<file path="config.mk">
export PLATFORM = sky130hd
export DESIGN_NAME = pia_top
export DESIGN_NICKNAME = d
export VERILOG_FILES = /design/src/rtl/pia_tick_gen.v /design/src/rtl/pia_top.v
export VERILOG_INCLUDE_DIRS = /design/src /design/src/rtl
export SDC_FILE = /design/constraint.sdc
export NUM_CORES = 1
export LEC_CHECK = 0
export BUFFER_PORTS_ARGS = -buffer_cell sky130_fd_sc_hd__buf_2
export CORE_MARGIN = 2
export CORE_UTILIZATION = 45
export DETAILED_ROUTE_END_ITERATION = 16
export PLACE_DENSITY_LB_ADDON = 0.3
export REMOVE_ABC_BUFFERS = 1
export SLEW_MARGIN = 10
export SYNTH_ARGS = -nofsm -noshare
export SYNTH_HDL_FRONTEND = slang
export SYNTH_SLANG_ARGS = --single-unit
export TNS_END_PERCENT = 50
</file>
<file path="constraint.sdc">
create_clock -name clk_i -period 2.09 [get_ports clk_i]
set_clock_uncertainty 0.15 [all_clocks]
set_input_delay 0.1045 -clock clk_i [delete_from_list [all_inputs] [get_ports clk_i]]
set_output_delay 0.1045 -clock clk_i [all_outputs]
set_load 0.05 [all_outputs]
</file>
<file path="src/rtl/pia_regs.vh">
// Constants for the peripheral interrupt aggregator.
// Assumes a single system clock domain; included by bare name.
// Summary of operation
// - Motor trip pulse sets the motor protect request flag.
// - Motor vector needs global enable, its enable, stack not full.
// - Motor service clears its flag and the global enable.
// - Group flag sets whenever any member source flag becomes set.
// - Group vector needs global, group enable, stack room, pending source.
// - Group service clears group flag and global enable, not sources.
// - Limit request raised per upper/lower trigger enables versus bounds.
// - Conversion end sets done flag; compare result sets limit flag.
// - Converter vector needs global, group and matching source enable.
// - Converter flags are never cleared by service; software clears.
// - Capture overflow and compare set their flags, grouped.
// - Capture service clears only group flag and global enable.
// - One period and three duty match requests, all in group 2.
// - PWM vector needs global, individual and group 2 enables.
// - PWM service clears group 2 flag and global enable only.
// - Each timer has comparator P and A flags with enables.
// - Timer vector needs global, own, group enable and stack room.
// - Timer service clears only group flag and global enable.
// - Tick divider overflow sets the tick request flag.
// - Tick vector needs global enable, tick enable, stack room.
// - Tick service clears tick flag and global enable.
// - Prescaler source is system clock, quarter, or sub clock.
// - Source select 00 sys, 01 sys/4, 1x sub; resets 00.
// - Period select gives 2^8 to 2^15 prescaled cycles.
// - Any request flag rising wakes the device regardless of enable.
`ifndef PIA_REGS_VH
`define PIA_REGS_VH
`define PIA_SRC_SYS 2'h0
`define PIA_SRC_QUARTER 2'h1
`define PIA_SRC_SEL_RST 2'h0
`define PIA_TICK_SEL_RST 3'h0
`define PIA_TICK_EXP_BASE 8
`define PIA_VEC_NONE 3'h0
`define PIA_VEC_MOTOR 3'h1
`define PIA_VEC_GRP0 3'h2
`define PIA_VEC_GRP1 3'h3
`define PIA_VEC_GRP2 3'h4
`define PIA_VEC_GRP3 3'h5
`define PIA_VEC_TICK 3'h6
`endif

</file>
<file path="src/rtl/pia_tick_gen.v">
// Time base: prescaler source select and overflow divider.
// Assumes sub clock tick input already synchronised to clk_i.
`timescale 1ns/100ps
`include "pia_regs.vh"
module pia_tick_gen
(
  input wire clk_i,            // System clock
  input wire rst_n_i,          // Async reset, active low
  input wire tick_on_i,        // Time base enable
  input wire [1:0] src_sel_i,  // Prescaler source select
  input wire [2:0] period_i,   // Period select
  input wire sub_tick_i,       // Synchronised sub clock edge pulse
  output reg tick_o            // One-cycle overflow pulse
);
  reg [1:0] quarter_q;
  reg [14:0] div_q;
  reg psc_en;
  wire [14:0] last;

  // ------------------------------------------------------------
  // Prescaled clock enable
  // ------------------------------------------------------------
  // source mux
  always @*
  begin
    if (src_sel_i == `PIA_SRC_SYS)
      psc_en = 1'b1;
    else if (src_sel_i == `PIA_SRC_QUARTER)
      psc_en = (quarter_q == 2'h3);
    else
      psc_en = sub_tick_i;
  end

  assign last = (15'h0100 << period_i) - 15'h0001;

  // ------------------------------------------------------------
  // Divider
  // ------------------------------------------------------------
  always @(posedge clk_i or negedge rst_n_i)
  begin
    if (!rst_n_i)
    begin
      quarter_q <= 2'h0;
      div_q <= 15'h0000;
      tick_o <= 1'b0;
    end
    else
    begin
      quarter_q <= quarter_q + 2'h1;
      tick_o <= 1'b0;
      if (!tick_on_i)
        div_q <= 15'h0000;
      else if (psc_en)
      begin
        if (div_q >= last)
        begin
          div_q <= 15'h0000;
          tick_o <= 1'b1;
        end
        else
          div_q <= div_q + 15'h0001;
      end
    end
  end
endmodule

</file>
<file path="src/rtl/pia_top.v">
// Peripheral interrupt aggregator top.
// Assumes event inputs are one-cycle pulses on clk_i, except the sub
// clock, which is an asynchronous pin.
`timescale 1ns/100ps
`include "pia_regs.vh"
module pia_top
#(
  parameter NUM_TMR = 2  // Periodic timers
)
(
  input wire clk_i,                       // System clock
  input wire rst_n_i,                     // Async reset, active low
  input wire motor_protect_trip_i,        // Motor trip pulse
  input wire conv_done_i,                 // Conversion end pulse
  input wire conv_result_valid_i,         // Compare result pulse
  input wire [11:0] conv_result_pair_i,   // Converted value
  input wire [11:0] upper_bound_pair_i,   // Upper boundary
  input wire [11:0] lower_bound_pair_i,   // Lower boundary
  input wire upper_limit_trig_en_i,       // Trigger above upper
  input wire lower_limit_trig_en_i,       // Trigger below lower
  input wire capture_overflow_irq_i,      // Capture overflow pulse
  input wire capture_compare_irq_i,       // Capture compare pulse
  input wire period_match_i,              // PWM period match pulse
  input wire [2:0] duty_match_i,          // PWM duty match pulses
  input wire [NUM_TMR-1:0] timer_cmp_p_i, // Timer comparator P pulses
  input wire [NUM_TMR-1:0] timer_cmp_a_i, // Timer comparator A pulses
  input wire sub_clk_i,                   // Sub clock pin
  input wire global_irq_en_set_i,         // Software sets global enable
  input wire global_irq_en_clr_i,         // Software clears global enable
  input wire motor_protect_irq_en_i,      // Motor enable
  input wire [3:0] group_irq_en_i,        // Group enables
  input wire conv_done_irq_en_i,          // Done enable
  input wire conv_limit_irq_en_i,         // Limit enable
  input wire capture_overflow_en_i,       // Capture overflow enable
  input wire capture_compare_en_i,        // Capture compare enable
  input wire period_match_irq_en_i,       // Period enable
  input wire [2:0] duty_match_irq_en_i,   // Duty enables
  input wire [NUM_TMR-1:0] timer_cmp_p_irq_en_i, // Timer P enables
  input wire [NUM_TMR-1:0] timer_cmp_a_irq_en_i, // Timer A enables
  input wire tick_irq_en_i,               // Tick enable
  input wire tick_on_i,                   // Time base run
  input wire [2:0] tick_period_sel_i,     // Tick period select
  input wire [1:0] prescale_src_sel_i,    // Prescaler source select
  input wire [10:0] flag_clr_i,           // Software clear of source flags
  input wire [NUM_TMR-1:0] timer_cmp_p_clr_i, // Clear timer P flags
  input wire [NUM_TMR-1:0] timer_cmp_a_clr_i, // Clear timer A flags
  input wire stack_full_i,                // Core stack full
  input wire vec_ack_i,                   // Core accepts vector
  output reg irq_req_o,                   // Vector request
  output reg [2:0] irq_vec_o,             // Vector selected
  output reg global_irq_en_o,             // Global enable
  output reg motor_protect_req_flag_o,    // Motor flag
  output reg [3:0] group_req_flag_o,      // Group flags
  output reg [10:0] src_flag_o,           // Source flags
  output reg [NUM_TMR-1:0] timer_cmp_p_flag_o, // Timer P flags
  output reg [NUM_TMR-1:0] timer_cmp_a_flag_o, // Timer A flags
  output reg tick_req_flag_o,             // Tick flag
  output reg wake_o                       // Wake pulse
);
  // Source flag bits: 0 done,1 limit,2 cap ovf,3 cap cmp,4 period,5-7 duty
  // Groups: 0 converter, 1 capture, 2 PWM, 3 timers
  localparam ST_IDLE = 2'b01;
  localparam ST_WAIT = 2'b10;

  reg sub_m_q;
  reg sub_s_q;
  reg sub_d_q;
  reg [1:0] state_q;
  reg [2:0] vec_d;
  reg conv_limit_hit;
  reg [10:0] src_set;
  reg [3:0] grp_pend;
  reg [3:0] grp_set;
  reg [3:0] grp_clr;
  reg [10:0] src_flag_d;
  reg [NUM_TMR-1:0] tmr_p_flag_d;
  reg [NUM_TMR-1:0] tmr_a_flag_d;
  reg [3:0] grp_flag_d;
  reg motor_flag_d;
  reg tick_flag_d;
  wire [4+NUM_TMR*2+13-1:0] all_now;
  wire [4+NUM_TMR*2+13-1:0] all_d;
  wire tick_pulse;
  wire sub_tick;
  wire take;
  wire [10:0] src_en;

  // ------------------------------------------------------------
  // Sub clock synchroniser
  // ------------------------------------------------------------
  always @(posedge clk_i or negedge rst_n_i)
  begin
    if (!rst_n_i)
    begin
      sub_m_q <= 1'b0;
      sub_s_q <= 1'b0;
      sub_d_q <= 1'b0;
    end
    else
    begin
      sub_m_q <= sub_clk_i;
      sub_s_q <= sub_m_q;
      sub_d_q <= sub_s_q;
    end
  end
  assign sub_tick = sub_s_q & ~sub_d_q;

  pia_tick_gen u_tick
  (
    .clk_i(clk_i),
    .rst_n_i(rst_n_i),
    .tick_on_i(tick_on_i),
    .src_sel_i(prescale_src_sel_i),
    .period_i(tick_period_sel_i),
    .sub_tick_i(sub_tick),
    .tick_o(tick_pulse)
  );

  // ------------------------------------------------------------
  // Source event decode
  // ------------------------------------------------------------
  always @*
  begin
    conv_limit_hit = conv_result_valid_i &
      ((upper_limit_trig_en_i & (conv_result_pair_i > upper_bound_pair_i)) |
       (lower_limit_trig_en_i & (conv_result_pair_i < lower_bound_pair_i)));
    src_set = {3'h0, duty_match_i, period_match_i, capture_compare_irq_i,
               capture_overflow_irq_i, conv_limit_hit, conv_done_i};
  end

  assign src_en = {3'h0, duty_match_irq_en_i, period_match_irq_en_i,
                   capture_compare_en_i, capture_overflow_en_i,
                   conv_limit_irq_en_i, conv_done_irq_en_i};

  // ------------------------------------------------------------
  // Group pending and set terms
  // ------------------------------------------------------------
  always @*
  begin
    grp_pend[0] = |(src_flag_o[1:0] & src_en[1:0]);
    grp_pend[1] = |(src_flag_o[3:2] & src_en[3:2]);
    grp_pend[2] = |(src_flag_o[7:4] & src_en[7:4]);
    grp_pend[3] = |(timer_cmp_p_flag_o & timer_cmp_p_irq_en_i) |
                  |(timer_cmp_a_flag_o & timer_cmp_a_irq_en_i);
    grp_set[0] = |src_set[1:0];
    grp_set[1] = |src_set[3:2];
    grp_set[2] = |src_set[7:4];
    grp_set[3] = |timer_cmp_p_i | |timer_cmp_a_i;
  end

  // ------------------------------------------------------------
  // Priority select
  // ------------------------------------------------------------
  always @*
  begin
    vec_d = `PIA_VEC_NONE;
    if (!global_irq_en_o || stack_full_i)
      vec_d = `PIA_VEC_NONE;
    else if (motor_protect_req_flag_o && motor_protect_irq_en_i)
      vec_d = `PIA_VEC_MOTOR;
    else if (group_req_flag_o[0] && group_irq_en_i[0] && grp_pend[0])
      vec_d = `PIA_VEC_GRP0;
    else if (group_req_flag_o[1] && group_irq_en_i[1] && grp_pend[1])
      vec_d = `PIA_VEC_GRP1;
    else if (group_req_flag_o[2] && group_irq_en_i[2] && grp_pend[2])
      vec_d = `PIA_VEC_GRP2;
    else if (group_req_flag_o[3] && group_irq_en_i[3] && grp_pend[3])
      vec_d = `PIA_VEC_GRP3;
    else if (tick_req_flag_o && tick_irq_en_i)
      vec_d = `PIA_VEC_TICK;
  end

  assign take = vec_ack_i & irq_req_o;

  // Service of one vector code in the acceptance cycle
  function pia_svc_of;
    input hit;
    input [2:0] vec;
    input [2:0] code;
    begin
      pia_svc_of = hit && (vec == code);
    end
  endfunction

  always @*
  begin
    grp_clr = 4'h0;
    if (pia_svc_of(take, irq_vec_o, `PIA_VEC_GRP0))
      grp_clr[0] = 1'b1;
    if (pia_svc_of(take, irq_vec_o, `PIA_VEC_GRP1))
      grp_clr[1] = 1'b1;
    if (pia_svc_of(take, irq_vec_o, `PIA_VEC_GRP2))
      grp_clr[2] = 1'b1;
    if (pia_svc_of(take, irq_vec_o, `PIA_VEC_GRP3))
      grp_clr[3] = 1'b1;
  end

  // ------------------------------------------------------------
  // Flag next values
  // ------------------------------------------------------------
  always @*
  begin
    src_flag_d = (src_flag_o & ~flag_clr_i) | src_set;
    tmr_p_flag_d = (timer_cmp_p_flag_o & ~timer_cmp_p_clr_i) |
                   timer_cmp_p_i;
    tmr_a_flag_d = (timer_cmp_a_flag_o & ~timer_cmp_a_clr_i) |
                   timer_cmp_a_i;
    // group flag auto clear, set wins
    grp_flag_d = (group_req_flag_o & ~grp_clr) | grp_set;
    motor_flag_d = (motor_protect_req_flag_o &
      ~pia_svc_of(take, irq_vec_o, `PIA_VEC_MOTOR)) | motor_protect_trip_i;
    tick_flag_d = (tick_req_flag_o &
      ~pia_svc_of(take, irq_vec_o, `PIA_VEC_TICK)) | tick_pulse;
  end

  // ------------------------------------------------------------
  // Flags and vector request
  // ------------------------------------------------------------
  always @(posedge clk_i or negedge rst_n_i)
  begin
    if (!rst_n_i)
    begin
      state_q <= ST_IDLE;
      irq_req_o <= 1'b0;
      irq_vec_o <= `PIA_VEC_NONE;
      global_irq_en_o <= 1'b0;
      motor_protect_req_flag_o <= 1'b0;
      group_req_flag_o <= 4'h0;
      src_flag_o <= 11'h000;
      timer_cmp_p_flag_o <= {NUM_TMR{1'b0}};
      timer_cmp_a_flag_o <= {NUM_TMR{1'b0}};
      tick_req_flag_o <= 1'b0;
    end
    else
    begin
      src_flag_o <= src_flag_d;
      timer_cmp_p_flag_o <= tmr_p_flag_d;
      timer_cmp_a_flag_o <= tmr_a_flag_d;
      group_req_flag_o <= grp_flag_d;
      motor_protect_req_flag_o <= motor_flag_d;
      tick_req_flag_o <= tick_flag_d;
      if (take)
        global_irq_en_o <= 1'b0;
      else if (global_irq_en_set_i)
        global_irq_en_o <= 1'b1;
      else if (global_irq_en_clr_i)
        global_irq_en_o <= 1'b0;
      case (state_q)
        ST_IDLE:
        begin
          irq_vec_o <= vec_d;
          irq_req_o <= (vec_d != `PIA_VEC_NONE);
          if (vec_d != `PIA_VEC_NONE)
            state_q <= ST_WAIT;
        end
        ST_WAIT:
        begin
          if (vec_ack_i)
          begin
            irq_req_o <= 1'b0;
            irq_vec_o <= `PIA_VEC_NONE;
            state_q <= ST_IDLE;
          end
        end
        default:
          state_q <= ST_IDLE;
      endcase
    end
  end

  // ------------------------------------------------------------
  // Wake on any flag rising
  // ------------------------------------------------------------
  // Next against current: every flag wakes in the cycle it sets
  assign all_now = {motor_protect_req_flag_o, tick_req_flag_o,
                    group_req_flag_o, timer_cmp_p_flag_o,
                    timer_cmp_a_flag_o, src_flag_o};
  assign all_d = {motor_flag_d, tick_flag_d, grp_flag_d, tmr_p_flag_d,
                  tmr_a_flag_d, src_flag_d};

  always @(posedge clk_i or negedge rst_n_i)
  begin
    if (!rst_n_i)
    begin
      wake_o <= 1'b0;
    end
    else
    begin
      wake_o <= |(all_d & ~all_now);
    end
  end
endmodule

</file>
======== After elaboration in Yosys (flattened, before gate mapping) ========
Cells that the tools add are included.
word-level totals
  bits in registers ....................... 50
  input port bits ......................... 97
  logic and storage cells ................. 135
cells by class
  $add $sub $neg .......................... 3
  order comparisons ....................... 3
  equal/unequal tests ..................... 13
  shift operators ......................... 1
  multiplexer cells ....................... 29
  bitwise logic cells ..................... 34
  reductions and logical operators ........ 35
operators with widths
  cell                   count
  $mux 15                3
  $mux 3                 8
  $and 21x21->21         1
  $not 21->21            1
  $reduce_or 21->1       1
  $logic_and 1x1->1      16
  $reduce_or 2->1        8
  $add 15x1->15 const B  1
  $ge 15x15->1           1
  $shl 9x3->15 const A   1
  $sub 15x1->15 const B  1
  $mux 1                 13
  $and 2x2->2            6
  $gt 12x12->1           1
  $lt 12x12->1           1
  $and 11x11->11         1
  $not 11->11            1
  $or 11x8->11           1
  $eq 3x3->1 const B     3
  $and 4x4->4            2
  $reduce_or 4->1        2
  $and 1x1->1            7
  $eq 3x2->1 const B     2
  $pmux 3 s2             1
  other kinds (21)       35

======== Logic depth before layout (Yosys ltp) ========
Gate-level depths: netlist of the first run.
  depth in word-level cells ............... 13
  mapped depth ............................ 8
  mapped depth without buffers ............ 7

======== Hierarchy ========
Synthesis of the first run repeated with hierarchy kept, for this count alone.
unflattened totals
  cells, all modules ...................... 378
  area, all modules ....................... 3241.9 um^2
modules (own cells, without submodules)
  module        times used  cells an instance  area an instance (um^2)  sequential area each (um^2)
  pia_top       1           234                2035.7                   802.0
  pia_tick_gen  1           144                1206.2                   450.4

======== Worst setup path before layout of the first run ========
OpenSTA, ideal clock, no wires.
  path kind ............................... register to register
  start point ............................. register u_tick.div_q[12]
  end point ............................... register u_tick.div_q[11]
  setup time .............................. 66 ps
  arrival ................................. 1860 ps
  required time ........................... 1874 ps
  path slack .............................. 14 ps
  cell stages (with the launch flop) ...... 8
  path buffers ............................ 1
  clock period less this slack ............ 2076 ps
  cells stage by stage .................... dfrtp_1 ha_1 a2111oi_0 o21ai_0 a21oi_1 buf_2 o221ai_1 nand2_1
between the ends
  longest elaborated chain between the ends .. 4
ends and longest elaborated chain
  item                      RTL line           RTL
  start: declaration        pia_tick_gen.v:16  reg [14:0] div_q;
  start signal: assignment  pia_tick_gen.v:61  div_q <= div_q + 15'h0001;
  $ge 15x15->1              pia_tick_gen.v:55  if (div_q >= last)
  $mux 15                   pia_tick_gen.v:55
  $mux 15                   pia_tick_gen.v:53  else if (psc_en)
  $mux 15                   pia_tick_gen.v:51  if (!tick_on_i)
No other way between the ends. The select of a mux whose other input is x is not followed.
A chain may end at the register's enable or synchronous reset.

======== Final worst setup path of the first run ========
  start point ............................. input port global_irq_en_set_i
  end point ............................... register global_irq_en_o
between the ends
  longest elaborated chain between the ends .. 2
  elaborated cells on any way between the ends .. 3
ends and longest elaborated chain
  item                    RTL line       RTL
  start: declaration      pia_top.v:28   input wire global_irq_en_set_i,
  $mux 1                  pia_top.v:244  else if (global_irq_en_set_i)
  $mux 1                  pia_top.v:242  if (take)
  end signal: assignment  pia_top.v:243  global_irq_en_o <= 1'b0;
  end signal: assignment  pia_top.v:245  global_irq_en_o <= 1'b1;
  end signal: assignment  pia_top.v:247  global_irq_en_o <= 1'b0;
  end: declaration        pia_top.v:51   output reg global_irq_en_o,
Several ways; a longest one is shown, not always the timed one.

==> results of run 1 <==
-- state kept, by name, indices dropped and copies added (netlist names) --
register / count
timer_cmp_p_flag_o: 2
motor_protect_req_flag_o: 1
src_flag_o: 11
group_req_flag_o: 4
sub_m_q: 1
u_tick.quarter_q: 2
sub_s_q: 1
u_tick.tick_o: 1
irq_req_o: 1
irq_vec_o: 3
wake_o: 1
global_irq_en_o: 1
state_q: 2
u_tick.div_q: 15
sub_d_q: 1
timer_cmp_a_flag_o: 2
tick_req_flag_o: 1
-- worst min-delay path, delay by kind of cell --
kind | cells | cell delay (ps)
buf+inv | 1 | 100
compound gates | 2 | 200
simple gates | 1 | 70
-- cell usage after synthesis (all sizes together), types with 4 or more instances --
cell	count	area (sq um)
o21ai	14	70.1
and2	6	37.5
a21oi	15	75.1
inv	47	176
ha	32	400
buf	4	18.8
nor4	6	43.8
nand3	11	67.6
o211ai	11	82.6
nand2b	5	31.3
nor3	5	25.0
nor2b	8	50.1
nand2	60	225
o221ai	14	123
a22oi	4	30.0
dfrtp	49	1230
a21o	10	75.1
nor2	17	63.8
o21bai	4	30.0
o21a	6	45.0
nand4	5	31.3
o31ai	5	37.5
-- final cells by class --
type,count,share of cell area
Multi-Input combinational cell,268,0.392
Clock buffer,5,0.0148
Sequential cell,50,0.269
Clock inverter,3,0.0102
Inverter,47,0.0379
Timing Repair Buffer,180,0.250
Tap cell,96,0.0258
-- what timing repair did --
action | 4_1_cts | 5_1_grt
endpoints found under the setup margin | 0 | 17
hold endpoints to repair | 76 | 0
resized for setup | 0 | 13
hold buffers | 43 | 0
-- power groups by stage --
stage / logic, W / clock network [W] / registers, W
after floorplan: 0.000279 / 0 / 0.00133
after global placement: 0.000741 / 0 / 0.00115
after detailed placement: 0.000756 / 0 / 0.00115
after CTS: 0.000839 / 0.000726 / 0.00113
after global routing: 0.000926 / 0.000765 / 0.00115
final: 0.000847 / 0.000706 / 0.00114
-- worst max-delay path by stage --
stage                                      start                      endpoint  slack [ps]  depth (start not counted)
floorplan           u_tick.div_q[12]$_DFFE_PN0P_  u_tick.div_q[13]$_DFFE_PN0P_        -370                          6
global placement    u_tick.div_q[12]$_DFFE_PN0P_  u_tick.div_q[14]$_DFFE_PN0P_         120                          7
detailed placement  u_tick.div_q[12]$_DFFE_PN0P_  u_tick.div_q[14]$_DFFE_PN0P_          50                          7
CTS                 u_tick.div_q[12]$_DFFE_PN0P_   u_tick.div_q[8]$_DFFE_PN0P_          20                          7
global route        u_tick.div_q[12]$_DFFE_PN0P_  u_tick.div_q[13]$_DFFE_PN0P_         -20                          7
finish                       global_irq_en_set_i   global_irq_en_o$_DFFE_PN0P_          50                          6
-- per-stage QoR --
step                hold WS, ps  utilization
finish                     70.1        0.675
global route               81.7        0.675
CTS                        71.5        0.669
detailed placement        -22.6        0.590
global placement          -37.2        0.590
floorplan                  -341            -
-- metal layers --
metal  routed length [um]  part of all wire  vias to the layer above  track usage
li1                     -                 -                     1698            -
met1                 3970              0.43                     1600        0.310
met2                 4570              0.50                      123        0.435
met3                  530             0.058                        8       0.0416
met4                  108             0.012                        0       0.0556
met5                    0                 0                        -            0
-- logic make-up after synthesis --
group                      Yosys count  synth area share
and+or+nand+nor                    131             0.196
AOI/OAI and AO/OA                  105             0.232
buffers and inverters               54            0.0635
DFF                                 50             0.385
adders and majority gates           32             0.123
==> qor.txt, run 1 <==
CRITICAL PATH
------------------------------------------------------------------------------------------------------
Number of cells on the worst reg-to-reg path                                                         6
Setup CP Type                                                                                   in2reg
Worst-path maximum fanout                                                                            1
Buffers & Inverters on Critical Path                                                                 4
Cell class contributing the biggest share of worst-path delay                             buffers and inverters
Data arrival, critical path                                                                    2080 ps
Worst path required time                                                                       2130 ps
Crit path cell chain                                                                      dlygate4sd3_1, buf_2, a21oi_1, dlygate4sd3_1, a21oi_1, dlygate4sd3_1
Dominant cell type by count on the critical path                                          sky130_fd_sc_hd__dlygate4sd3_1
Crit-path slowest cell                                                                    sky130_fd_sc_hd__dlygate4sd3_1
Critical Path Start Type                                                                  primary input
Worst reg2reg startpoint                                                                  src_flag_o[5]$_DFF_PN0_
Capture instance of the worst register-to-register path                                   irq_vec_o[1]$_DFFE_PN0P_
Nature of the critical path endpoint                                                         flip-flop
Worst reg-to-reg setup slack                                                                     60 ps
Worst path max stage delay                                                                      580 ps

TIMING
------------------------------------------------------------------------------------------------------
Setup TNS                                                                                         0 ps
Post-route fraction of the period consumed by the critical path                                  0.977
Final setup margin                                                                             48.6 ps
Final max-slew violation count                                                                       0
Max transition margin                                                                            0.659
Transition at the pin with the smallest max-transition slack                                    506 ps
Hold Fails Final Rpt                                                                                 0
Maximum clock rate                                                                             490 MHz
Final min period                                                                               2040 ps
Number of setup violations in the final report                                                       0

FINAL LAYOUT
------------------------------------------------------------------------------------------------------
Non-Filler Instances                                                                               649
Final instance area                                                                       0.00466 sq mm
Multi-input combinational cell area                                                       0.00183 sq mm
Antenna Diode Count                                                                                  0
Nets@finish                                                                                        681
Area growth from synthesis to layout                                                             43.4%
Most common cell after layout, fill and taps aside                                        sky130_fd_sc_hd__buf_2
Layout cell share with drive strength beyond 1                                                   0.286
Sequential cell area                                                                      0.00125 sq mm
Fill count                                                                                         598
Most frequent cells in the layout                                                         sky130_fd_sc_hd__buf_2, sky130_fd_sc_hd__nand2_1, sky130_fd_sc_hd__dfrtp_1, sky130_fd_sc_hd__inv_1, sky130_fd_sc_hd__dlygate4sd3_1

CLOCK TREE
------------------------------------------------------------------------------------------------------
Clock tree root buffer cell                                                               sky130_fd_sc_hd__clkbuf_8
Count of clock tree sinks                                                                           50
TritonCTS Buffers                                                                                    5
Clock latency reported for the late side of the worst-skew pair                                 300 ps
Number of setup buffers added after CTS                                                              0
Clock tree from TritonCTS                                                                         done
Clock transition at the register clock pins on the worst setup and hold paths after CTS         100 ps
Clock Tree Buf Depth                                                                                 2
Depth of the CTS H-tree                                                                              2

POWER AND IR DROP
------------------------------------------------------------------------------------------------------
NetSw                                                                                       0.000944 W
Internal power summed over all cells                                                         0.00175 W
Part of the power in combinational logic                                                         0.315
Areal power density over the cells                                                         578 mW/mm^2
Overall power consumption                                                                    0.00269 W
Switching part of the total                                                                      0.351
VDD IR-drop max                                                                               0.320 mV
Power share of the clock group                                                                   0.262
Sequential share of power                                                                        0.423
Leakage power                                                                                  2.42 nW

LOGIC SYNTHESIS
------------------------------------------------------------------------------------------------------
Seq/Total Area, Yosys                                                                            0.385
Most instantiated flip-flop cell in the synthesis netlist                                 sky130_fd_sc_hd__dfrtp_1
Average size of a mapped cell                                                               8.73 sq um
Register bit total from synthesis                                                                   50
Yosys warns                                                                                          0
Number of flops mapped to enable cells by yosys                                                      0
Area of the mapped netlist                                                                0.00325 sq mm
Synth Instances                                                                                    372
Number of distinct library cells after synthesis                                                    50
Post-synthesis async set-or-reset flop share                                                      1.00

ROUTING
------------------------------------------------------------------------------------------------------
Average wire per standard cell                                                                 14.1 um
Number of antenna-violating nets in the routed design                                                0
Number of optimization iterations in the first detailed-route pass                                   6
Overall routed net length                                                                      9180 um
Mean number of vias per cell                                                                      5.28
Number of violations reported at the end of detailed-routing iteration 0                           197
Routed via count                                                                                  3429
DRC violations left                                                                                  0

WORST HOLD PATH
------------------------------------------------------------------------------------------------------
Launch point of the worst hold path                                                       upper_limit_trig_en_i
Path type of the worst min-delay path                                                           in2reg
Worst-case hold path end point                                                            wake_o$_DFF_PN0_
Instance count along the most critical hold path                                                     4

DIE
------------------------------------------------------------------------------------------------------
Die outline width                                                                              89.0 um
Starting density of the core                                                                     0.470
Total number of placement rows                                                                      30
Die Y-Extent                                                                                   89.0 um
Area of the die                                                                           0.00792 sq mm
Count of pins on the block boundary                                                                124
Core area                                                                                 0.00691 sq mm

PLACEMENT
------------------------------------------------------------------------------------------------------
Placed wire-length estimate after detailed placement                                           6660 um
GPL Wtd Cong                                                                                     0.808
Area after detailed placement                                                             0.00407 sq mm
Number of cells in the design after placement                                                      598
Worst Setup Slack post-DPL                                                                     52.4 ps
Port buffer count                                                                                  123

GLOBAL ROUTE
------------------------------------------------------------------------------------------------------
GR Overflow Total                                                                                    0
Initial antenna violation count                                                                      0
Largest net degree at the start of global routing                                                   51
Global-route wire length before repair                                                        15000 um
Via count of the first global-routing pass                                                        3364
GRT Resource Usage Total                                                                         0.244

JOB
------------------------------------------------------------------------------------------------------
Max-cap violation count                                                                              0

OUTCOME
------------------------------------------------------------------------------------------------------
Result of the run                                                                         finished clean

No activity file was read; power rests on OpenSTA's default activity.
==> run 2, diff against run 1 <==
--- a/config.mk
+++ b/config.mk
@@ -6,11 +6,12 @@
 export SDC_FILE = /design/constraint.sdc
 export NUM_CORES = 1
 export LEC_CHECK = 0
+export ABC_AREA = 1
 export BUFFER_PORTS_ARGS = -buffer_cell sky130_fd_sc_hd__buf_2
 export CORE_MARGIN = 2
 export CORE_UTILIZATION = 45
 export DETAILED_ROUTE_END_ITERATION = 16
-export PLACE_DENSITY_LB_ADDON = 0.3
+export PLACE_DENSITY = 0.75
 export REMOVE_ABC_BUFFERS = 1
 export SLEW_MARGIN = 10
 export SYNTH_ARGS = -nofsm -noshare
==> run 2 against run 1 <==
  * Power decreased by 6.1%
  * First-iteration DRC count up 9.1%
  * Synthesized cell count is 25% higher
  * Hold slack worse by 49 ps
  * Global-route usage is 1.4 points lower
  * Count of clock-buffer cells in the layout up 1
  * Sequential share of layout area increased by 0.065 points
  * Critical path type is now reg2reg
  * Highest routed layer unchanged
==> qor.txt, run 2 <==
TIMING
------------------------------------------------------------------------------------------------------
Number of setup violations in the final report                                                       0
Final min period                                                                               1940 ps
Maximum clock rate                                                                             516 MHz
Post-route fraction of the period consumed by the critical path                                  0.928
Final setup margin                                                                              150 ps
Fin Hold WS                                                                                    21.3 ps
Hold Fails Final Rpt                                                                                 0
Transition at the pin with the smallest max-transition slack                                    325 ps
Max transition margin                                                                            0.783
Final max-slew violation count                                                                       0
RSZ-0062 raised after global routing                                                             false

ROUTING
------------------------------------------------------------------------------------------------------
Overall routed net length                                                                      9360 um
Number of antenna-violating nets in the routed design                                                0
Average wire per standard cell                                                                 12.7 um
DRC violations left                                                                                  0
Mean number of vias per cell                                                                      4.92
Number of violations reported at the end of detailed-routing iteration 0                           215
Number of optimization iterations in the first detailed-route pass                                   5
Routed via count                                                                                  3623

CRITICAL PATH
------------------------------------------------------------------------------------------------------
Buffers & Inverters on Critical Path                                                                 2
Critical Path Start Type                                                                     flip-flop
Data arrival, critical path                                                                    1980 ps
Crit path cell chain                                                                      ha_1, nand2_1, nor2_1, nand2_1, inv_1, nand2_1, nand2_4, inv_1, nand2_1, o21ai_1
Worst-path maximum fanout                                                                            8
Worst path required time                                                                       2130 ps
Crit-path slowest cell                                                                    sky130_fd_sc_hd__dfrtp_1
Nature of the critical path endpoint                                                         flip-flop
Number of stages on the worst setup path                                                            10
Number of cells on the worst reg-to-reg path                                                        10
Dominant cell type by count on the critical path                                          sky130_fd_sc_hd__nand2_1
Cell class contributing the biggest share of worst-path delay                             simple AND/OR/NAND/NOR gates
Setup CP Type                                                                                  reg2reg
Worst path max stage delay                                                                      410 ps

FINAL LAYOUT
------------------------------------------------------------------------------------------------------
Largest Register                                                                          u_tick.div_q
Nets@finish                                                                                        766
Sequential cell area                                                                      0.00125 sq mm
Most frequent cells in the layout                                                         sky130_fd_sc_hd__buf_2, sky130_fd_sc_hd__nand2_1, sky130_fd_sc_hd__inv_1, sky130_fd_sc_hd__dfrtp_1, sky130_fd_sc_hd__dlygate4sd3_1
Fill count                                                                                         616
Antenna Diode Count                                                                                  0
Multi-input combinational cell area                                                       0.00175 sq mm
Max FFs per register                                                                                15
Largest regs                                                                              u_tick.div_q: 15 flops, src_flag_o: 11 flops, group_req_flag_o: 4 flops
Area growth from synthesis to layout                                                             38.1%
Layout cell share with drive strength beyond 1                                                   0.246
Most common cell after layout, fill and taps aside                                        sky130_fd_sc_hd__buf_2

DIE
------------------------------------------------------------------------------------------------------
Die outline width                                                                              90.5 um
Total number of placement rows                                                                      31
Die Y-Extent                                                                                   90.5 um
Starting density of the core                                                                     0.464
Count of pins on the block boundary                                                                124
Core area                                                                                 0.00725 sq mm
Area of the die                                                                           0.00819 sq mm

PLACEMENT
------------------------------------------------------------------------------------------------------
Port buffer count                                                                                  123
Worst Setup Slack post-DPL                                                                     -116 ps
Placed wire-length estimate after detailed placement                                           6930 um
GPL Wtd Cong                                                                                     0.841

GLOBAL ROUTE
------------------------------------------------------------------------------------------------------
Initial antenna violation count                                                                      0
GRT Resource Usage Total                                                                         0.230
GR Overflow Total                                                                                    0
Via count of the first global-routing pass                                                        3484
Largest net degree at the start of global routing                                                   22
Global-route wire length before repair                                                        15600 um

WORST HOLD PATH
------------------------------------------------------------------------------------------------------
Instance count along the most critical hold path                                                     4
Path type of the worst min-delay path                                                           in2reg

LOGIC SYNTHESIS
------------------------------------------------------------------------------------------------------
Area share of the leading cell type in the synthesized netlist                                   0.364
Register bit total from synthesis                                                                   50
Cell taking the most area after synthesis                                                 sky130_fd_sc_hd__dfrtp_1
Synth Instances                                                                                    464
Yosys warns                                                                                          0
Ranking of synthesized cells by instance count                                            sky130_fd_sc_hd__nand2_1, sky130_fd_sc_hd__inv_1, sky130_fd_sc_hd__dfrtp_1, sky130_fd_sc_hd__nor2_1, sky130_fd_sc_hd__ha_1
Seq/Total Area, Yosys                                                                            0.372
Number of flops mapped to enable cells by yosys                                                      0
Post-synthesis async set-or-reset flop share                                                      1.00
Most instantiated flip-flop cell in the synthesis netlist                                 sky130_fd_sc_hd__dfrtp_1
Area of the mapped netlist                                                                0.00337 sq mm
Number of distinct library cells after synthesis                                                    34
Library cell with the highest instance count after synthesis                              sky130_fd_sc_hd__nand2_1
Average size of a mapped cell                                                               7.26 sq um
Area contributors post-synth                                                              sky130_fd_sc_hd__dfrtp_1, sky130_fd_sc_hd__nand2_1, sky130_fd_sc_hd__ha_1

POWER AND IR DROP
------------------------------------------------------------------------------------------------------
Overall power consumption                                                                    0.00253 W
Areal power density over the cells                                                         544 mW/mm^2
Leakage power                                                                                  2.60 nW
VDD IR-drop max                                                                               0.274 mV

CLOCK TREE
------------------------------------------------------------------------------------------------------
Count of clock tree sinks                                                                           50
Clock latency reported for the late side of the worst-skew pair                                 310 ps
Depth of the CTS H-tree                                                                              2
Clock tree from TritonCTS                                                                         done
TritonCTS Buffers                                                                                    5
Clock Tree Buf Depth                                                                                 2
Clock tree root buffer cell                                                               sky130_fd_sc_hd__clkbuf_8
Clock transition at the register clock pins on the worst setup and hold paths after CTS         100 ps

OUTCOME
------------------------------------------------------------------------------------------------------
Result of the run                                                                         finished clean

JOB
------------------------------------------------------------------------------------------------------
Max-cap violation count                                                                              0

## run 2: per-stage QoR
stage / setup TNS [ps] / area (sq um) / util / instances
6_report: 0 / 4650 / 0.641 / 737
2_1_floorplan: 0 / 3350 / - / 462
3_5_place_dp: -271 / 4110 / 0.567 / 687
3_3_place_gp: 0 / 4110 / 0.567 / 687
4_1_cts: 0 / 4610 / 0.636 / 735
5_1_grt: 0 / 4650 / 0.641 / 737
## run 2: kinds of logic (layout without fill, tap and decap cells)
kind of cell	after synthesis	count (layout)	synth area share
flip-flops	50	50	0.372
buffers and inverters	102	275	0.116
AND/OR/NAND/NOR	207	208	0.266
adder cells (fa/ha/maj)	32	32	0.119
AO/OA/AOI/OAI	70	70	0.119
XOR/XNOR	3	3	0.00781
## run 2: what timing repair did
item / 4_1_cts / 5_1_grt
hold endpoints to repair: 74 / 0
setup buffers: 0 / 2
pin swaps: 0 / 2
gates resized for setup: 1 / 10
gates cloned: 0 / 1
hold buffers: 40 / 0
endpoints found under the setup margin: 4 / 5
## run 2: worst reg2reg max path: stages (launching register included)
cell	delay (ps)
sky130_fd_sc_hd__dfrtp_1	410
sky130_fd_sc_hd__ha_1	210
sky130_fd_sc_hd__nand2_1	90
sky130_fd_sc_hd__nor2_1	240
sky130_fd_sc_hd__nand2_1	140
sky130_fd_sc_hd__inv_1	120
sky130_fd_sc_hd__nand2_1	140
sky130_fd_sc_hd__nand2_4	140
sky130_fd_sc_hd__inv_1	70
sky130_fd_sc_hd__nand2_1	50
sky130_fd_sc_hd__o21ai_1	60
## run 2: per-layer routing
layer,vias to the layer above,GRT usage,share of wire
met2,148,0.420,0.51
met4,0,0.0718,0.014
met3,12,0.0401,0.065
met5,-,0,0
li1,1813,-,-
met1,1650,0.273,0.41
## run 2: final timing paths
| check | start | to | slack, ps |
|---|---|---|---|
| worst min register to register | sub_m_q$_DFF_PN0_ | sub_s_q$_DFF_PN0_ | 200 |
| min in group asynchronous | rst_n_i | irq_req_o$_DFFE_PN0P_ | 60 |
| max in group asynchronous | rst_n_i | u_tick.div_q[10]$_DFFE_PN0P_ | 1120 |
| worst max register to register | u_tick.div_q[1]$_DFFE_PN0P_ | u_tick.div_q[13]$_DFFE_PN0P_ | 150 |
| worst max-delay path | u_tick.div_q[1]$_DFFE_PN0P_ | u_tick.div_q[13]$_DFFE_PN0P_ | 150 |
| worst min-delay path | duty_match_i[0] | group_req_flag_o[2]$_DFF_PN0_ | 20 |
## run 2: final cells by class
type	instances	share of cell area
Tap cell	99	0.0266
Clock inverter	2	0.00350
Timing Repair Buffer	167	0.224
Multi-Input combinational cell	313	0.377
Sequential cell	50	0.270
Clock buffer	6	0.0178
Inverter	100	0.0807
## run 2: power breakdown
part,switching (W),total (W),internal [W]
combinational,0.000520,0.000811,0.000290
sequential,0.0000613,0.00111,0.00105
clock,0.000339,0.000612,0.000273
==> run 3, diff against run 2 <==
--- a/config.mk
+++ b/config.mk
@@ -10,9 +10,11 @@
 export BUFFER_PORTS_ARGS = -buffer_cell sky130_fd_sc_hd__buf_2
 export CORE_MARGIN = 2
 export CORE_UTILIZATION = 45
+export CTS_BUF_LIST = sky130_fd_sc_hd__clkbuf_16
 export DETAILED_ROUTE_END_ITERATION = 16
 export PLACE_DENSITY = 0.75
 export REMOVE_ABC_BUFFERS = 1
+export SETUP_SLACK_MARGIN = 0.5
 export SLEW_MARGIN = 10
 export SYNTH_ARGS = -nofsm -noshare
 export SYNTH_HDL_FRONTEND = slang
==> run 3 against run 2 <==
  * Maximum frequency grew 3.1%
  * Critical path type unchanged
  * Largest cell class unchanged
  * Count of clock-buffer cells in the layout shrank 1
  * Largest power group unchanged
  * Sequential power is essentially flat
  * Highest routed layer unchanged
==> qor.txt, run 3 (synthesis results as in run 2) <==
ROUTING
------------------------------------------------------------------------------------------------------
Number of optimization iterations in the first detailed-route pass                                   4
Routed via count                                                                                  3658
DRC violations left                                                                                  0
Number of violations reported at the end of detailed-routing iteration 0                           209
Overall routed net length                                                                      9790 um
Mean number of vias per cell                                                                      4.94
Number of antenna-violating nets in the routed design                                                0
Average wire per standard cell                                                                 13.2 um

FINAL LAYOUT
------------------------------------------------------------------------------------------------------
Multi-input combinational cell area                                                       0.00187 sq mm
Nets@finish                                                                                        770
Max FFs per register                                                                                15
Antenna Diode Count                                                                                  0
Fill count                                                                                         595
Largest regs                                                                              u_tick.div_q: 15 flops, src_flag_o: 11 flops, group_req_flag_o: 4 flops
Most frequent cells in the layout                                                         sky130_fd_sc_hd__buf_2, sky130_fd_sc_hd__nand2_1, sky130_fd_sc_hd__inv_1, sky130_fd_sc_hd__dfrtp_1, sky130_fd_sc_hd__dlygate4sd3_1
Layout cell share with drive strength beyond 1                                                   0.274
Sequential cell area                                                                      0.00125 sq mm
Area growth from synthesis to layout                                                             44.0%
Largest Register                                                                          u_tick.div_q
Core occupancy in the finished layout                                                            0.668
Most common cell after layout, fill and taps aside                                        sky130_fd_sc_hd__buf_2

POWER AND IR DROP
------------------------------------------------------------------------------------------------------
VDD IR-drop max                                                                               0.326 mV
Leakage power                                                                                  2.68 nW
Overall power consumption                                                                    0.00274 W
Areal power density over the cells                                                         565 mW/mm^2

CLOCK TREE
------------------------------------------------------------------------------------------------------
Clock transition at the register clock pins on the worst setup and hold paths after CTS          70 ps
Clock tree root buffer cell                                                               sky130_fd_sc_hd__clkbuf_16
Count of clock tree sinks                                                                           50
Clock latency reported for the late side of the worst-skew pair                                 290 ps
TritonCTS Buffers                                                                                    5
Clock tree from TritonCTS                                                                         done
Depth of the CTS H-tree                                                                              2
Clock Tree Buf Depth                                                                                 2

TIMING
------------------------------------------------------------------------------------------------------
Max transition margin                                                                            0.755
Hold Fails Final Rpt                                                                                 0
Final max-slew violation count                                                                       0
RSZ-0062 raised after global routing                                                              true
Setup TNS                                                                                         0 ps
Post-route fraction of the period consumed by the critical path                                  0.900
Final min period                                                                               1880 ps
Transition at the pin with the smallest max-transition slack                                    366 ps
Final setup margin                                                                              209 ps
Number of setup violations in the final report                                                       0
Maximum clock rate                                                                             532 MHz

PLACEMENT
------------------------------------------------------------------------------------------------------
Placed wire-length estimate after detailed placement                                           6930 um
Port buffer count                                                                                  123
Worst Setup Slack post-DPL                                                                     -116 ps
GPL Wtd Cong                                                                                     0.841

CRITICAL PATH
------------------------------------------------------------------------------------------------------
Worst setup path startpoint                                                               u_tick.div_q[13]$_DFFE_PN0P_
Worst path required time                                                                       2150 ps
Setup CP Type                                                                                  reg2reg
Worst-path maximum fanout                                                                            8
Nature of the critical path endpoint                                                         flip-flop
Worst reg2reg startpoint                                                                  u_tick.div_q[13]$_DFFE_PN0P_
Critical Path Start Type                                                                     flip-flop
Data arrival, critical path                                                                    1940 ps

DIE
------------------------------------------------------------------------------------------------------
Core area                                                                                 0.00725 sq mm
Die outline width                                                                              90.5 um
Die Y-Extent                                                                                   90.5 um
Starting density of the core                                                                     0.464
Count of pins on the block boundary                                                                124
Area of the die                                                                           0.00819 sq mm
Total number of placement rows                                                                      31

GLOBAL ROUTE
------------------------------------------------------------------------------------------------------
Global-route wire length before repair                                                        15900 um
Via count of the first global-routing pass                                                        3535
GR Overflow Total                                                                                    0
Largest net degree at the start of global routing                                                   22
Initial antenna violation count                                                                      0
GRT Resource Usage Total                                                                         0.238

WORST HOLD PATH
------------------------------------------------------------------------------------------------------
Path type of the worst min-delay path                                                           in2reg
Launch point of the worst hold path                                                       timer_cmp_p_i[1]

JOB
------------------------------------------------------------------------------------------------------
Max-cap violation count                                                                              0

OUTCOME
------------------------------------------------------------------------------------------------------
Result of the run                                                                         finished clean

[run 3: changes by cell type in the layout (fill, tap and decap cells not counted), sizes merged]
| cell | change |
|---|---|
| buf | +7 |
| dlygate4sd3 | -3 |
| clkbuf | -1 |
| clkinv | +1 |
[run 3: worst paths after layout]
path / endpoint / slack, ps / cells past startpoint
max in group asynchronous: u_tick.div_q[13]$_DFFE_PN0P_ / 1100 / 3
min in group asynchronous: irq_req_o$_DFFE_PN0P_ / 100 / 2
worst min register to register: sub_s_q$_DFF_PN0_ / 200 / 0
worst max-delay path: u_tick.div_q[13]$_DFFE_PN0P_ / 210 / 9
worst max register to register: u_tick.div_q[13]$_DFFE_PN0P_ / 210 / 9
worst min-delay path: group_req_flag_o[3]$_DFF_PN0_ / 30 / 4
[run 3: report_power, final]
| group | switching [W] | internal (W) | leakage, nW |
|---|---|---|---|
| logic | 0.000523 | 0.000295 | 2.01 |
| clock network | 0.000370 | 0.000444 | 0.0679 |
| registers | 0.0000619 | 0.00105 | 0.604 |
| total | 0.000954 | 0.00178 | 2.68 |
[run 3: cell type report]
class	count	area share
multi-input combinational	313	0.385
sequential	50	0.258
timing repair buffer	171	0.223
inverter	100	0.0774
clock buffer	5	0.0258
tap	99	0.0256
clock inverter	3	0.00413
[run 3: through the flow]
stage / hold slack, ps / cell area, sq um / instances
final: 25.1 / 4850 / 741
after floorplan: -341 / 3350 / 462
after global placement: -136 / 4110 / 687
after CTS: 12.2 / 4720 / 736
after global routing: 40.1 / 4850 / 741
after detailed placement: -136 / 4110 / 687
[run 3: routing by layer]
| layer | vias to the layer above | GRT usage | wire, um | part of all wire |
|---|---|---|---|---|
| li1 | 1829 | - | - | - |
| met1 | 1671 | 0.283 | 4030 | 0.41 |
| met2 | 136 | 0.426 | 5010 | 0.51 |
| met3 | 22 | 0.0459 | 523 | 0.053 |
| met4 | 0 | 0.0872 | 233 | 0.024 |
| met5 | - | 0 | 0 | 0 |
[run 3: worst max-delay path, cell delays in order (launching register included)]
cell and delay [ps]:
sky130_fd_sc_hd__dfrtp_1 420, sky130_fd_sc_hd__ha_1 320, sky130_fd_sc_hd__nand2_2 100, sky130_fd_sc_hd__nor2_2 60
sky130_fd_sc_hd__a21boi_4 140, sky130_fd_sc_hd__nor3_4 260, sky130_fd_sc_hd__nand2_4 140, sky130_fd_sc_hd__inv_2 100
sky130_fd_sc_hd__nand2_2 60, sky130_fd_sc_hd__o21ai_2 60
[run 3: repair_timing]
item	in CTS	in global routing
endpoints found under the setup margin	16	20
resized for setup	18	14
endpoints found under the hold margin	73	0
cloned	1	0
hold buffers	36	0
pin swaps	4	8
setup buffers	4	5
